$ cat src/rtl/break_gating_pkg.sv
// shared constants and carriers of the emulator break gating block
// assumes a single 40 MHz clock and an APB register port with 32-bit data
package break_gating_pkg;

    // ***************************************************************
    // register map (byte addresses)
    // ***************************************************************
    localparam logic [7:0] CTRL_OFS = 8'h00;
    localparam logic [7:0] STATUS_OFS = 8'h04;
    localparam logic [7:0] GUARD_CFG_OFS = 8'h08;

    // ctrl fields
    localparam int CTRL_MODE_LSB = 0;
    localparam int CTRL_DIS_LSB = 2;
    localparam int CTRL_TRACE_BIT = 5;
    localparam int CTRL_CPURST_BIT = 8;
    // status fields
    localparam int STAT_MODE_LSB = 0;
    localparam int STAT_BRK_BIT = 2;
    localparam int STAT_COUNT_LSB = 8;
    // guard cfg fields
    localparam int GCFG_DIV_LSB = 0;

    // ***************************************************************
    // reset and initial values
    // ***************************************************************
    localparam logic [2:0] DIS_RST_VAL = 3'h0;
    localparam logic [7:0] PSC_DIV_RST_VAL = 8'h0f;
    localparam logic [2:0] PIN_IDLE_VAL = 3'h7;
    localparam logic [31:0] STATUS_WORD_INIT = 32'h000000f0;
    localparam logic [31:0] ZERO_WORD = 32'h00000000;
    localparam logic [7:0] GUARD_MAX = 8'hff;
    localparam int IRQ_W = 4;

    // control input index within the 3-bit pin group
    localparam int PIN_RST = 0;
    localparam int PIN_BUS_REQUEST_IN = 1;
    localparam int PIN_WAIT = 2;

    // ***************************************************************
    // types
    // ***************************************************************
    typedef enum logic [1:0] {
        EMU_BREAK = 2'b00,
        EMU_RUN = 2'b01,
        EMU_STEP = 2'b10,
        EMU_MEMACC = 2'b11
    } emu_state_t;

    typedef struct packed {
        logic strobe;
        logic power_on;
        logic load_all;
        logic [31:0] pc;
        logic [31:0] sp;
        logic [31:0] status_word;
        logic [31:0] vector_base_pointer;
        logic [31:0] global_base_pointer;
        logic [31:0] multiply_acc_high;
        logic [31:0] multiply_acc_low;
        logic [31:0] return_pointer;
        logic [31:0] gpr_value;
    } reg_load_t;

    typedef struct packed {
        logic psel;
        logic penable;
        logic pwrite;
        logic [7:0] paddr;
        logic [31:0] pwdata;
    } apb_req_t;

endpackage : break_gating_pkg

$ cat src/rtl/emulator_break_gating.sv
// run/break gating of an emulator around a target mcu
// assumes apb from the emulation controller and user control pins asynchronous
//
// Decided for this implementation: register access over APB and the address map.
`timescale 1ns/10ps
module emulator_break_gating
    import break_gating_pkg::*;
(
    input wire logic I_CLK,
    input wire logic I_RSTN,
    // apb slave
    input wire logic PSEL,
    input wire logic PENABLE,
    input wire logic PWRITE,
    input wire logic [7:0] PADDR,
    input wire logic [31:0] PWDATA,
    output logic [31:0] PRDATA,
    output logic PREADY,
    output logic PSLVERR,
    // emulation controller events
    input wire logic I_BREAK_HIT,
    input wire logic I_STEP_DONE,
    // user system control pins, active low
    input wire logic I_EXT_RESET_IN_N,
    input wire logic I_BUS_REQUEST_IN_N,
    input wire logic I_WAIT_IN_N,
    // to the mcu
    output logic O_MCU_RESET_N,
    output logic O_MCU_BUS_REQUEST_N,
    output logic O_MCU_WAIT_N,
    input wire logic [IRQ_W-1:0] I_IRQ_SRC,
    output logic [IRQ_W-1:0] O_MCU_IRQ,
    input wire logic [31:0] I_PON_PC_VEC,
    input wire logic [31:0] I_PON_SP_VEC,
    output reg_load_t O_REG_LOAD,
    // module enables, break flag and guard counter outputs
    output logic O_BREAK,
    output logic O_USER_BREAK_EN,
    output logic O_PERIPH_RUN,
    output logic O_GUARD_TICK,
    output logic O_GUARD_OVF,
    output logic [7:0] O_GUARD_COUNT,
    output logic O_TRACE_USER_EN,
    output logic O_TRACE_EMU_EN,
    output logic O_SDBG_USER_EN,
    output logic O_SDBG_EMU_EN
);

    // ***************************************************************
    // state
    // ***************************************************************
    typedef struct packed {
        emu_state_t mode;
        logic [2:0] dis;
        logic trace_claim;
        logic cmd_rst;
        logic [7:0] psc_div;
        logic [7:0] psc_cnt;
        logic tick;
        logic [7:0] guard_count_value;
        logic guard_ovf;
        logic ube;
        logic [2:0] gated_n;
        logic [IRQ_W-1:0] irq_hold;
        logic [IRQ_W-1:0] irq_out;
        logic [31:0] prdata;
    } top_state_t;

    top_state_t s_reg;
    top_state_t s_next;
    logic [2:0] pins_q;
    logic brk;
    logic wr_acc;
    logic setup;

    // address decode used by the error answer only; the read path decodes in its own case
    function automatic logic addr_hit(input logic [7:0] a);
        addr_hit = (a == CTRL_OFS) || (a == STATUS_OFS) || (a == GUARD_CFG_OFS);
    endfunction : addr_hit

    // pass mask of the three control inputs for a given mode and settings
    function automatic logic [2:0] pass_mask(input emu_state_t m, input logic [2:0] d);
        pass_mask = 3'h0;
        case (m)
            EMU_RUN: pass_mask = ~d;
            EMU_STEP: pass_mask = ~d & 3'h6;
            EMU_MEMACC: pass_mask = 3'h6;
            EMU_BREAK: pass_mask = 3'h0;
            default: pass_mask = 3'h0;
        endcase
    endfunction : pass_mask

    // ***************************************************************
    // submodules
    // ***************************************************************
    pin_sync #(
        .W(3),
        .RST_VAL(PIN_IDLE_VAL)
    ) u_pin_sync (
        .i_clk(I_CLK),
        .i_rstn(I_RSTN),
        .i_pin({I_WAIT_IN_N, I_BUS_REQUEST_IN_N, I_EXT_RESET_IN_N}),
        .o_q(pins_q)
    );

    reg_init_loader u_loader (
        .i_clk(I_CLK),
        .i_rstn(I_RSTN),
        .i_cmd_reset(s_reg.cmd_rst),
        .i_pc_vec(I_PON_PC_VEC),
        .i_sp_vec(I_PON_SP_VEC),
        .o_load(O_REG_LOAD)
    );

    // single break signal for the guard, user break and interrupt gates
    assign brk = (s_reg.mode == EMU_BREAK);
    assign wr_acc = PSEL && PENABLE && PWRITE;
    assign setup = PSEL && !PENABLE;

    // ***************************************************************
    // next state
    // ***************************************************************
    always_comb begin
        s_next = s_reg;
        s_next.cmd_rst = 1'b0;
        s_next.tick = 1'b0;
        s_next.guard_ovf = 1'b0;
        // register writes
        if (wr_acc && PADDR == CTRL_OFS) begin
            s_next.mode = emu_state_t'(PWDATA[CTRL_MODE_LSB +: 2]);
            s_next.dis = PWDATA[CTRL_DIS_LSB +: 3];
            s_next.trace_claim = PWDATA[CTRL_TRACE_BIT];
            s_next.cmd_rst = PWDATA[CTRL_CPURST_BIT];
        end
        if (wr_acc && PADDR == GUARD_CFG_OFS) begin
            s_next.psc_div = PWDATA[GCFG_DIV_LSB +: 8];
        end
        // hardware break wins over a software mode write except in memory access mode
        if (I_BREAK_HIT && s_reg.mode != EMU_MEMACC) begin
            s_next.mode = EMU_BREAK;
        end else if (I_STEP_DONE && s_reg.mode == EMU_STEP) begin
            s_next.mode = EMU_BREAK;
        end
        // prescaler free runs in every mode
        if (s_reg.psc_cnt >= s_reg.psc_div) begin
            s_next.psc_cnt = 8'h00;
            s_next.tick = 1'b1;
        end else begin
            s_next.psc_cnt = s_reg.psc_cnt + 8'h01;
        end
        // guard counter counts only outside break
        if (s_reg.tick && !brk) begin
            s_next.guard_count_value = s_reg.guard_count_value + 8'h01;
            s_next.guard_ovf = (s_reg.guard_count_value == GUARD_MAX);
        end
        s_next.ube = !brk;
        // gated control pins, idle high when blocked
        s_next.gated_n = pins_q | ~pass_mask(s_reg.mode, s_reg.dis);
        // interrupts retained in break and released on restart
        if (brk) begin
            s_next.irq_hold = s_reg.irq_hold | I_IRQ_SRC;
            s_next.irq_out = '0;
        end else begin
            s_next.irq_hold = '0;
            s_next.irq_out = I_IRQ_SRC | s_reg.irq_hold;
        end
        // read data captured in the setup cycle
        if (setup && !PWRITE) begin
            s_next.prdata = 32'h00000000;
            case (PADDR)
                CTRL_OFS: begin
                    s_next.prdata[CTRL_MODE_LSB +: 2] = s_reg.mode;
                    s_next.prdata[CTRL_DIS_LSB +: 3] = s_reg.dis;
                    s_next.prdata[CTRL_TRACE_BIT] = s_reg.trace_claim;
                end
                STATUS_OFS: begin
                    s_next.prdata[STAT_MODE_LSB +: 2] = s_reg.mode;
                    s_next.prdata[STAT_BRK_BIT] = brk;
                    s_next.prdata[STAT_COUNT_LSB +: 8] = s_reg.guard_count_value;
                end
                GUARD_CFG_OFS: begin
                    s_next.prdata[GCFG_DIV_LSB +: 8] = s_reg.psc_div;
                end
                default: begin
                    s_next.prdata = 32'h00000000;
                end
            endcase
        end
    end

    // state register
    always_ff @(posedge I_CLK or negedge I_RSTN) begin
        if (!I_RSTN) begin
            s_reg <= '0;
            s_reg.mode <= EMU_BREAK;
            s_reg.dis <= DIS_RST_VAL;
            s_reg.psc_div <= PSC_DIV_RST_VAL;
            s_reg.gated_n <= PIN_IDLE_VAL;
        end else begin
            s_reg <= s_next;
        end
    end

    // ***************************************************************
    // outputs
    // ***************************************************************
    assign PRDATA = s_reg.prdata;
    assign PREADY = 1'b1;
    assign PSLVERR = PSEL && PENABLE && !addr_hit(PADDR);
    assign O_MCU_RESET_N = s_reg.gated_n[PIN_RST];
    assign O_MCU_BUS_REQUEST_N = s_reg.gated_n[PIN_BUS_REQUEST_IN];
    assign O_MCU_WAIT_N = s_reg.gated_n[PIN_WAIT];
    assign O_MCU_IRQ = s_reg.irq_out;
    assign O_BREAK = brk;
    assign O_USER_BREAK_EN = s_reg.ube;
    assign O_PERIPH_RUN = I_RSTN;
    assign O_GUARD_TICK = s_reg.tick;
    assign O_GUARD_OVF = s_reg.guard_ovf;
    assign O_GUARD_COUNT = s_reg.guard_count_value;
    assign O_TRACE_USER_EN = !s_reg.trace_claim;
    assign O_TRACE_EMU_EN = s_reg.trace_claim;
    assign O_SDBG_USER_EN = 1'b0;
    assign O_SDBG_EMU_EN = 1'b1;

    // ***************************************************************
    // assertions
    // ***************************************************************
    // gating of the control inputs and mode changes
    a_step_no_reset: assert property (@(posedge I_CLK) disable iff (!I_RSTN)
        (s_reg.mode != EMU_RUN) |=> O_MCU_RESET_N)
        else $error("reset passed outside run");
    a_run_reset_pass: assert property (@(posedge I_CLK) disable iff (!I_RSTN)
        (s_reg.mode == EMU_RUN && !s_reg.dis[PIN_RST])
        |=> O_MCU_RESET_N == $past(pins_q[PIN_RST]))
        else $error("reset not passed in run");
    a_memacc_pass: assert property (@(posedge I_CLK) disable iff (!I_RSTN)
        (s_reg.mode == EMU_MEMACC) |=> O_MCU_WAIT_N == $past(pins_q[PIN_WAIT])
        && O_MCU_BUS_REQUEST_N == $past(pins_q[PIN_BUS_REQUEST_IN]))
        else $error("bus_request_in or wait blocked in memory access");
    a_break_block: assert property (@(posedge I_CLK) disable iff (!I_RSTN)
        brk |=> O_MCU_RESET_N && O_MCU_BUS_REQUEST_N && O_MCU_WAIT_N)
        else $error("control input reached mcu in break");
    a_disable_wait: assert property (@(posedge I_CLK) disable iff (!I_RSTN)
        (s_reg.dis[PIN_WAIT] && s_reg.mode inside {EMU_RUN, EMU_STEP}) |=> O_MCU_WAIT_N)
        else $error("disabled wait passed");
    a_disable_bus_request_in: assert property (@(posedge I_CLK) disable iff (!I_RSTN)
        (s_reg.dis[PIN_BUS_REQUEST_IN] && s_reg.mode inside {EMU_RUN, EMU_STEP}) |=> O_MCU_BUS_REQUEST_N)
        else $error("disabled bus request passed");
    a_disable_reset: assert property (@(posedge I_CLK) disable iff (!I_RSTN)
        (s_reg.dis[PIN_RST] && s_reg.mode inside {EMU_RUN, EMU_STEP}) |=> O_MCU_RESET_N)
        else $error("disabled reset passed");
    a_memacc_no_break: assert property (@(posedge I_CLK) disable iff (!I_RSTN)
        (I_BREAK_HIT && s_reg.mode == EMU_MEMACC && !(wr_acc && PADDR == CTRL_OFS))
        |=> s_reg.mode == EMU_MEMACC)
        else $error("break hit left memory access");
    a_step_done: assert property (@(posedge I_CLK) disable iff (!I_RSTN)
        (I_STEP_DONE && s_reg.mode == EMU_STEP) |=> brk)
        else $error("step end did not break");
    // guard counter and its prescaler
    a_guard_freeze: assert property (@(posedge I_CLK) disable iff (!I_RSTN)
        brk |=> $stable(O_GUARD_COUNT))
        else $error("guard counter moved in break");
    a_guard_count: assert property (@(posedge I_CLK) disable iff (!I_RSTN)
        (s_reg.tick && !brk) |=> O_GUARD_COUNT == $past(O_GUARD_COUNT) + 8'h01)
        else $error("guard counter missed a tick");
    a_ovf_wrap: assert property (@(posedge I_CLK) disable iff (!I_RSTN)
        O_GUARD_OVF |-> O_GUARD_COUNT == 8'h00)
        else $error("overflow pulse without wrap");
    a_psc_runs: assert property (@(posedge I_CLK) disable iff (!I_RSTN)
        (s_reg.psc_cnt < s_reg.psc_div && !(wr_acc && PADDR == GUARD_CFG_OFS))
        |=> s_reg.psc_cnt == $past(s_reg.psc_cnt) + 8'h01)
        else $error("prescaler stalled");
    // module enables, port ownership and held interrupts
    a_ube_gate: assert property (@(posedge I_CLK) disable iff (!I_RSTN)
        ##1 O_USER_BREAK_EN == !$past(brk))
        else $error("user break unit enable wrong");
    a_trace_owner: assert property (@(posedge I_CLK) disable iff (!I_RSTN)
        !(O_TRACE_USER_EN && O_TRACE_EMU_EN) && !O_SDBG_USER_EN)
        else $error("debug port ownership clash");
    a_irq_restart: assert property (@(posedge I_CLK) disable iff (!I_RSTN)
        (!brk && s_reg.irq_hold != '0) |=> (O_MCU_IRQ & $past(s_reg.irq_hold)) != '0)
        else $error("held interrupt not released");
    a_irq_break_zero: assert property (@(posedge I_CLK) disable iff (!I_RSTN)
        brk |=> O_MCU_IRQ == '0)
        else $error("interrupt reached mcu in break");

    c_run_reset: cover property (@(posedge I_CLK) disable iff (!I_RSTN)
        s_reg.mode == EMU_RUN && !O_MCU_RESET_N);
    c_break_hit: cover property (@(posedge I_CLK) disable iff (!I_RSTN)
        s_reg.mode == EMU_RUN ##1 brk);
    c_guard_ovf: cover property (@(posedge I_CLK) disable iff (!I_RSTN) O_GUARD_OVF);
    c_cmd_reset: cover property (@(posedge I_CLK) disable iff (!I_RSTN)
        O_REG_LOAD.strobe && !O_REG_LOAD.power_on);

endmodule : emulator_break_gating

$ cat src/rtl/pin_sync.sv
// three-flop synchroniser for user-system control pins
// assumes pins are asynchronous to i_clk; output follows once stages 2 and 3 agree
`timescale 1ns/10ps
module pin_sync #(
    parameter int W = 3,
    parameter logic [W-1:0] RST_VAL = '1
) (
    input wire logic i_clk,
    input wire logic i_rstn,
    input wire logic [W-1:0] i_pin,
    output logic [W-1:0] o_q
);

    typedef struct packed {
        logic [W-1:0] ff1;
        logic [W-1:0] ff2;
        logic [W-1:0] ff3;
        logic [W-1:0] q;
    } sync_state_t;

    sync_state_t s_reg;
    sync_state_t s_next;

    // shift chain; ff1 is read only by ff2
    always_comb begin
        s_next = s_reg;
        s_next.ff1 = i_pin;
        s_next.ff2 = s_reg.ff1;
        s_next.ff3 = s_reg.ff2;
        for (int i = 0; i < W; i++) begin
            if (s_reg.ff2[i] == s_reg.ff3[i]) begin
                s_next.q[i] = s_reg.ff3[i];
            end
        end
    end

    // state register
    always_ff @(posedge i_clk or negedge i_rstn) begin
        if (!i_rstn) begin
            s_reg <= {RST_VAL, RST_VAL, RST_VAL, RST_VAL};
        end else begin
            s_reg <= s_next;
        end
    end

    assign o_q = s_reg.q;

    a_sync_agree: assert property (@(posedge i_clk) disable iff (!i_rstn)
        (s_reg.ff2 == s_reg.ff3) |=> (o_q == $past(s_reg.ff3)))
        else $error("sync output did not follow agreed stages");

endmodule : pin_sync

$ cat src/rtl/reg_init_loader.sv
// loads cpu register initial values at power-on and on command cpu reset
// assumes vector values are stable on i_clk when a load is triggered
`timescale 1ns/10ps
module reg_init_loader
    import break_gating_pkg::*;
(
    input wire logic i_clk,
    input wire logic i_rstn,
    input wire logic i_cmd_reset,
    input wire logic [31:0] i_pc_vec,
    input wire logic [31:0] i_sp_vec,
    output reg_load_t o_load
);

    typedef struct packed {
        logic pon_pend;
        reg_load_t load;
    } loader_state_t;

    loader_state_t s_reg;
    loader_state_t s_next;

    // power-on load fires on the first edge after reset release
    always_comb begin
        s_next = s_reg;
        s_next.load.strobe = 1'b0;
        if (s_reg.pon_pend || i_cmd_reset) begin
            s_next.pon_pend = 1'b0;
            s_next.load.strobe = 1'b1;
            s_next.load.power_on = s_reg.pon_pend;
            s_next.load.load_all = s_reg.pon_pend;
            s_next.load.pc = i_pc_vec;
            s_next.load.sp = i_sp_vec;
            s_next.load.status_word = STATUS_WORD_INIT;
            s_next.load.vector_base_pointer = ZERO_WORD;
            s_next.load.global_base_pointer = ZERO_WORD;
            s_next.load.multiply_acc_high = ZERO_WORD;
            s_next.load.multiply_acc_low = ZERO_WORD;
            s_next.load.return_pointer = ZERO_WORD;
            s_next.load.gpr_value = ZERO_WORD;
        end
    end

    // state register
    always_ff @(posedge i_clk or negedge i_rstn) begin
        if (!i_rstn) begin
            s_reg <= '0;
            s_reg.pon_pend <= 1'b1;
        end else begin
            s_reg <= s_next;
        end
    end

    assign o_load = s_reg.load;

    a_pon_first: assert property (@(posedge i_clk) disable iff (!i_rstn)
        $rose(o_load.power_on) |-> o_load.strobe && o_load.load_all)
        else $error("power-on load not a full load");
    a_cmd_partial: assert property (@(posedge i_clk) disable iff (!i_rstn)
        (i_cmd_reset && !s_reg.pon_pend) |=> o_load.strobe && !o_load.load_all
        && o_load.status_word == STATUS_WORD_INIT && o_load.pc == $past(i_pc_vec))
        else $error("command reset load wrong");

endmodule : reg_init_loader

$ cat config.mk
export PLATFORM = sky130hd
export DESIGN_NAME = emulator_break_gating
export DESIGN_NICKNAME = d
export VERILOG_FILES = /design/src/rtl/break_gating_pkg.sv /design/src/rtl/emulator_break_gating.sv /design/src/rtl/pin_sync.sv /design/src/rtl/reg_init_loader.sv
export SDC_FILE = /design/constraint.sdc
export NUM_CORES = 1
export LEC_CHECK = 0
export BUFFER_PORTS_ARGS = -buffer_cell sky130_fd_sc_hd__buf_2
export CAP_MARGIN = 20
export CORE_AREA = 2 2 182 184
export CTS_CLUSTER_DIAMETER = 60
export DETAILED_ROUTE_END_ITERATION = 12
export DIE_AREA = 0 0 184 186
export PLACE_DENSITY = 0.53
export SYNTH_ARGS = -nofsm -noshare
export SYNTH_HDL_FRONTEND = slang
export SYNTH_SLANG_ARGS = --single-unit
$ cat constraint.sdc
create_clock -name I_CLK -period 1.6 [get_ports I_CLK]
set_input_delay 0 -clock I_CLK [delete_from_list [all_inputs] [get_ports I_CLK]]
set_output_delay 0 -clock I_CLK [all_outputs]
set_load 0.005 [all_outputs]
==> run summary, run 1 <==
r2r startpoint -> s_reg[62]
EDFF count, synth -> 0
share of layout cells above drive strength 1 -> 39.0%
DR WL/cell -> 12.6 µm
Nets -> 1088
Final Wtd Congestion -> 0.761
clock latency at the later pin of the worst-skew pair -> 0.42 ns
vias in the first global route -> 4411
unrepaired setup endpoints after global routing -> yes
leakage -> 4.90 nW
Area growth, synth to finish -> 20.1%
Synth area leader -> dfrtp_1
CORE AREA -> 32200 µm²
Cell variety after synth -> 48
Final WS setup -> -0.0144 ns
# rows -> 66
PD cells -> 921 nW/µm²
Comb power frac -> 11.4%
Clock Skews -> 0.00687 ns
register area share after synthesis -> 43.8%
largest stage delay on the critical path -> 0.55 ns
number of port buffers -> 204
Startpoint Class -> flip-flop
Cell Chain, Critical Path -> ha_4, nand2b_4, a2111oi_4, o21ai_4, nor2_1
Max Slew Vio Count -> 0
max reg flops -> 67
post-synth top area share -> 37.3%
Mapped Area -> 8120 µm²
worst reg-to-reg setup slack -> -0.01 ns
synth warn -> 0
post-DR vias/cell -> 3.49
die span in y -> 186 µm
Post-DRT Antenna Nets -> 0
via count -> 4827
min Tclk post-route -> 1.61 ns
maximum clock frequency -> 619 MHz
TritonCTS clock tree -> built
Ports -> 467
die area -> 34200 µm²
htree depth -> 4
Cell Int Power -> 6.76 mW
fraction of registers with async set/reset -> 100%
Initial Util -> 25.2%
Hold Crit Class -> input pin to async pin
final hold slack -> 0.0594 ns
DR DRC count -> 0
Pwr Total -> 8.98 mW
FILL cells -> 3300
switching power -> 2.22 mW
Fin. Hold Viols -> 0
clock slew seen by the registers of the worst setup and hold paths -> 0.06 ns
Register-to-Register Path Depth -> 5
Cell Count, Final, Fillers Out -> 1382
Post-Place Cells -> 1260
Final Cycle Share -> 101%
Sink Count -> 141
Clock Power Share -> 45.4%
R2R Path End -> s_reg[54]
first drt pass iteration count -> 4
slowest stage cell, crit path -> dfstp_2
CTS Root Buffer Type -> clkbuf_16
Critical Path RT -> 1.95 ns
top-count cell post-synth -> buf_4
failing checks -> setup timing
maxcap violations -> 0
sequential share of power -> 43.2%
critical-path maximum fanout -> 5
Sw Ratio -> 24.7%
Post-Route WL -> 17.4 mm
peak supply drop -> 0.000674 V
Syn Area/Cell -> 10.9 µm²
FF+latch count, synth -> 141
Synth top cells by count -> buf_4, dfrtp_1, mux2_2
pin count of the biggest net entering global routing -> 53
Die Wd -> 184 µm
setup violators final -> 3
maximum root-to-sink buffer count -> 2
top cells by area, synth -> dfrtp_1, buf_4, mux2_2
antenna violations before repair -> 1
1st-iter DRT viols -> 120
grt ovf -> 0
TritonCTS Buffers -> 17
first-pass GRT wire length -> 24.6 mm
critical path arrival -> 1.96 ns
Tot GR Track Use -> 9.57%
Setup CP Type -> flip-flop to flip-flop
Synth Instances -> 743
Worst Setup End Kind -> flip-flop
DP HPWL -> 12.4 mm
Most used DFF post-synth -> dfrtp_1
status -> finished with violations
[cell usage in the layout (no fill, tap or decap), types with 4 or more instances in the layout]
cell type	Yosys	final
buf_12	0	4
nor2_1	24	24
a22o_1	11	11
nand2_1	22	22
nand4_1	6	6
dfrtp_1	121	121
o21ai_0	11	11
o21ai_2	3	4
clkinvlp_4	0	4
dfstp_2	20	20
ha_1	10	5
ha_4	0	5
buf_2	5	203
conb_1	2	240
buf_6	3	4
and3_1	6	5
nand3_1	9	9
dlygate4sd3_1	0	84
xor2_1	7	7
xnor2_1	6	6
maj3_1	5	5
buf_4	340	21
mux2_2	66	66
clkbuf_16	0	17
inv_1	17	14
mux2i_1	4	4
[through the flow]
stage | setup WS, ns | TNS, ns | instance area, µm² | utilization (%)
final | -0.0144 | -0.0340 | 9750 | 30.3
after global routing | -0.0993 | -0.602 | 9750 | 30.3
after CTS | -0.0368 | -0.0736 | 9680 | 30.0
after detailed placement | -0.0827 | -0.652 | 8140 | 25.3
after global placement | -0.0744 | -0.528 | 8140 | 25.3
after floorplan | 0.0205 | 0 | 9020 | -
[power groups by stage]
stage	sequential [mW]	combinational, mW	clock (mW)
finish	3.88	1.02	4.08
global route	3.90	1.15	4.41
detailed placement	3.94	0.847	0
CTS	3.88	1.01	4.25
global placement	3.93	0.846	0
floorplan	3.91	1.06	0
[critical path, delay by kind of cell, from the launching register on]
family                     cells  cell delay [ns]
DFF                            1             0.55
and+or+nand+nor                2             0.27
adders and majority gates      1             0.19
AOI/OAI and AO/OA              2             0.53
[final cells by class]
type | count | area, µm² | area share [%]
flip-flops and latches | 141 | 3550 | 36.4
multi-input cells | 467 | 2880 | 29.6
repair buffers | 316 | 2140 | 21.9
well taps | 408 | 510 | 5.23
clock buffers | 18 | 429 | 4.40
clock inverters | 14 | 170 | 1.74
inverters | 17 | 63.8 | 0.654
diodes | 1 | 2.50 | 0.0257
[logic make-up (layout without fill, tap and decap cells)]
family / count (synthesis) / count (layout) / synth area share, %
mux: 71 / 71 / 9.83
compound gates: 38 / 39 / 3.44
simple gates: 89 / 89 / 5.93
other cells: 2 / 241 / 0.0925
flops: 141 / 141 / 43.8
fa+ha+maj: 15 / 15 / 2.16
xor+xnor: 13 / 13 / 1.40
buf+inv: 374 / 365 / 33.4
[timing repair]
item / 4_1_cts / 5_1_grt
pin swaps: 9 / 7
endpoints found under the hold margin: 213 / 0
setup endpoints to repair: 10 / 10
resized for setup: 13 / 6
setup buffers: 1 / 3
cloned: 1 / 0
hold buffers: 84 / 0
[per-layer routing]
| layer | global-route usage [%] | wire (µm) | vias to the layer above |
|---|---|---|---|
| met5 | 0 | 0 | - |
| met1 | 10.5 | 6750 | 2298 |
| met3 | 3.29 | 1620 | 12 |
| li1 | - | - | 2271 |
| met4 | 3.90 | 274 | 0 |
| met2 | 17.0 | 8790 | 246 |
[worst max-delay path by stage]
stage                          from   endpoint  slack, ns  depth (start not counted)
after global placement    s_reg[62]  s_reg[60]      -0.07                          5
final                     s_reg[62]  s_reg[54]      -0.01                          5
after global routing      s_reg[64]  s_reg[57]       -0.1                          6
after floorplan           s_reg[62]  s_reg[56]       0.02                          5
after CTS                 s_reg[62]  s_reg[54]      -0.04                          5
after detailed placement  s_reg[62]  s_reg[54]      -0.08                          5
No activity file was read; power rests on OpenSTA's default activity.
==> run 2: changes to the inputs <==
--- a/config.mk
+++ b/config.mk
@@ -5,13 +5,15 @@
 export SDC_FILE = /design/constraint.sdc
 export NUM_CORES = 1
 export LEC_CHECK = 0
-export BUFFER_PORTS_ARGS = -buffer_cell sky130_fd_sc_hd__buf_2
 export CAP_MARGIN = 20
-export CORE_AREA = 2 2 182 184
+export CELL_PAD_IN_SITES_DETAIL_PLACEMENT = 1
+export CELL_PAD_IN_SITES_GLOBAL_PLACEMENT = 2
+export CORE_AREA = 2 2 180 182
 export CTS_CLUSTER_DIAMETER = 60
 export DETAILED_ROUTE_END_ITERATION = 12
-export DIE_AREA = 0 0 184 186
-export PLACE_DENSITY = 0.53
+export DIE_AREA = 0 0 182 184
+export DONT_BUFFER_PORTS = 1
+export PLACE_DENSITY = 0.62
 export SYNTH_ARGS = -nofsm -noshare
 export SYNTH_HDL_FRONTEND = slang
 export SYNTH_SLANG_ARGS = --single-unit
==> run 2 against run 1 <==
  * Largest power group unchanged
  * Critical path type unchanged
  * Routed wire length up 5.0%
  * Sequential cell count unchanged
  * Register-to-register slack improved by 0.04 ns
  * Critical endpoint is now s_reg[56]
  * Hold slack got worse by 0.79 ns
  * The run ends with hold timing left
  * Via count shrank 11%
==> run summary, run 2 (synthesis results as in run 1) <==
Sink Count -> 141 (unchanged)
commonest cells after routing, fill and taps aside -> conb_1, dfrtp_1, dlygate4sd3_1
Startpoint Class -> flip-flop
Final Wtd Congestion -> 0.676 (-11%)
leakage -> 4.14 nW (-15%)
r2r startpoint -> s_reg[62]
CTS Root Buffer Type -> clkbuf_16
Tot GR Track Use -> 10.2% (+0.65 points)
maxcap violations -> 0 (unchanged)
Fin. Hold Viols -> 142 (+142)
min Tclk post-route -> 1.58 ns (-0.0368 ns)
Register-to-Register Path Depth -> 5 (unchanged)
htree depth -> 4 (unchanged)
TritonCTS clock tree -> built
critical path arrival -> 1.93 ns (-0.03 ns)
grt ovf -> 0 (unchanged)
die area -> 33500 µm² (-2.2%)
failing checks -> hold timing
area occupied by multi-input gates -> 2880 µm² (about the same)
die span in y -> 184 µm (-1.1%)
Final Cycle Share -> 98.6% (-2.3 points)
first drt pass iteration count -> 4 (unchanged)
Critical Path RT -> 1.95 ns (about the same)
pin count of the biggest net entering global routing -> 143 (+170%)
max reg flops -> 67 (unchanged)
Clock Skews -> 0.00645 ns (-0.000426 ns)
Max Slew Vio Count -> 0 (unchanged)
post-DR vias/cell -> 3.59 (+2.9%)
setup violators final -> 0 (-3)
Hold Crit Class -> input pin to async pin
crit path launch -> s_reg[62]
maximum clock frequency -> 634 MHz (+2.3%)
TritonCTS Buffers -> 17 (unchanged)
clock latency at the later pin of the worst-skew pair -> 0.43 ns (about the same)
clock slew seen by the registers of the worst setup and hold paths -> 0.06 ns (about the same)
first-pass GRT wire length -> 25.4 mm (+3.2%)
status -> finished with violations
DR WL/cell -> 15.3 µm (+21%)
final hold slack -> -0.734 ns (-0.794 ns)
Ports -> 467 (unchanged)
via count -> 4295 (-11%)
Nets -> 906 (-17%)
register area -> 3550 µm² (unchanged)
Area growth, synth to finish -> 9.76%
DR DRC count -> 0 (unchanged)
unrepaired setup endpoints after global routing -> yes
antenna violations before repair -> 3 (+2)
Die Wd -> 182 µm (-1.1%)
share of layout cells above drive strength 1 -> 22.8% (-16 points)
number of port buffers -> 0 (-100%)
Post-DRT Antenna Nets -> 0 (unchanged)
commonest non-fill, non-tap cell in the layout -> conb_1
FILL cells -> 3522 (+6.7%)
PD cells -> 965 nW/µm² (+4.8%)
maximum root-to-sink buffer count -> 2 (unchanged)
1st-iter DRT viols -> 79 (-34%)
peak supply drop -> 0.000652 V (-3.2%)
# rows -> 65 (-1.5%)
Initial Util -> 25.9% (+0.65 points)
vias in the first global route -> 4130 (-6.4%)
CORE AREA -> 31400 µm² (-2.5%)
critical-path maximum fanout -> 5 (unchanged)
Post-Route WL -> 18.3 mm (+5.0%)
Worst Setup End Kind -> flip-flop
Cell Count, Final, Fillers Out -> 1195 (-14%)
DP HPWL -> 12.1 mm (-2.9%)
Setup CP Type -> flip-flop to flip-flop
Post-Place Cells -> 1050 (-17%)
## run 2: path summary, 6_finish.rpt
check,end,slack (ns)
worst max-delay path,s_reg[56],0.02
worst min-delay path,u_loader.o_load[240],-0.73
worst max register to register,s_reg[56],0.02
worst min register to register,u_pin_sync.s_next[3],0.36
max in group asynchronous,u_pin_sync.o_q[1],2.08
min in group I_CLK,PRDATA[2],-0.03
## run 2: area by class of cell
cell class              count  share of cell area, %
clock buffers              18                   4.82
diodes                      2                 0.0562
multi-input cells         467                   32.3
repair buffers            134                   14.8
inverters                  17                  0.716
flip-flops and latches    141                   39.9
clock inverters            14                   1.76
well taps                 402                   5.65
## run 2: worst max-delay path, cell delays in order (launching register included)
cell and delay, ns:
dfstp_2 0.55, ha_4 0.19, nand2b_4 0.14, a2111oi_4 0.35, o21ai_2 0.15, nor2_1 0.12
## run 2: metal layers
layer,GRT usage (%),vias up,share of wire (%)
met5,0,-,0
li1,-,1920,-
met3,4.93,15,10
met2,17.9,244,52
met1,10.3,2116,36
met4,4.48,0,1.9
## run 2: stage by stage
step	power, mW	setup TNS, ns	utilization (%)	instance area [µm²]	setup slack [ns]
2_1_floorplan	4.97	0	-	9020	0.0205
3_3_place_gp	4.41	-0.584	22.6	7110	-0.0722
3_5_place_dp	4.42	-0.852	22.6	7110	-0.109
4_1_cts	8.73	-0.0717	28.0	8780	-0.0164
5_1_grt	9.02	-0.421	28.4	8910	-0.0853
6_report	8.60	0	28.4	8910	0.0224
## run 2: power by group
| part | leakage, nW | switching, mW | internal (mW) |
|---|---|---|---|
| Sequential | 1.67 | 0.161 | 3.78 |
| Clock | 0.275 | 1.67 | 2.33 |
| Combinational | 2.20 | 0.316 | 0.343 |
## run 2: repair_timing
item / CTS / global route
setup buffers: 1 / 6
gates resized for setup: 11 / 8
pin swaps: 11 / 5
hold buffers: 99 / 5
cloned: 1 / 0
setup endpoints to repair: 9 / 20
endpoints found under the hold margin: 243 / 149
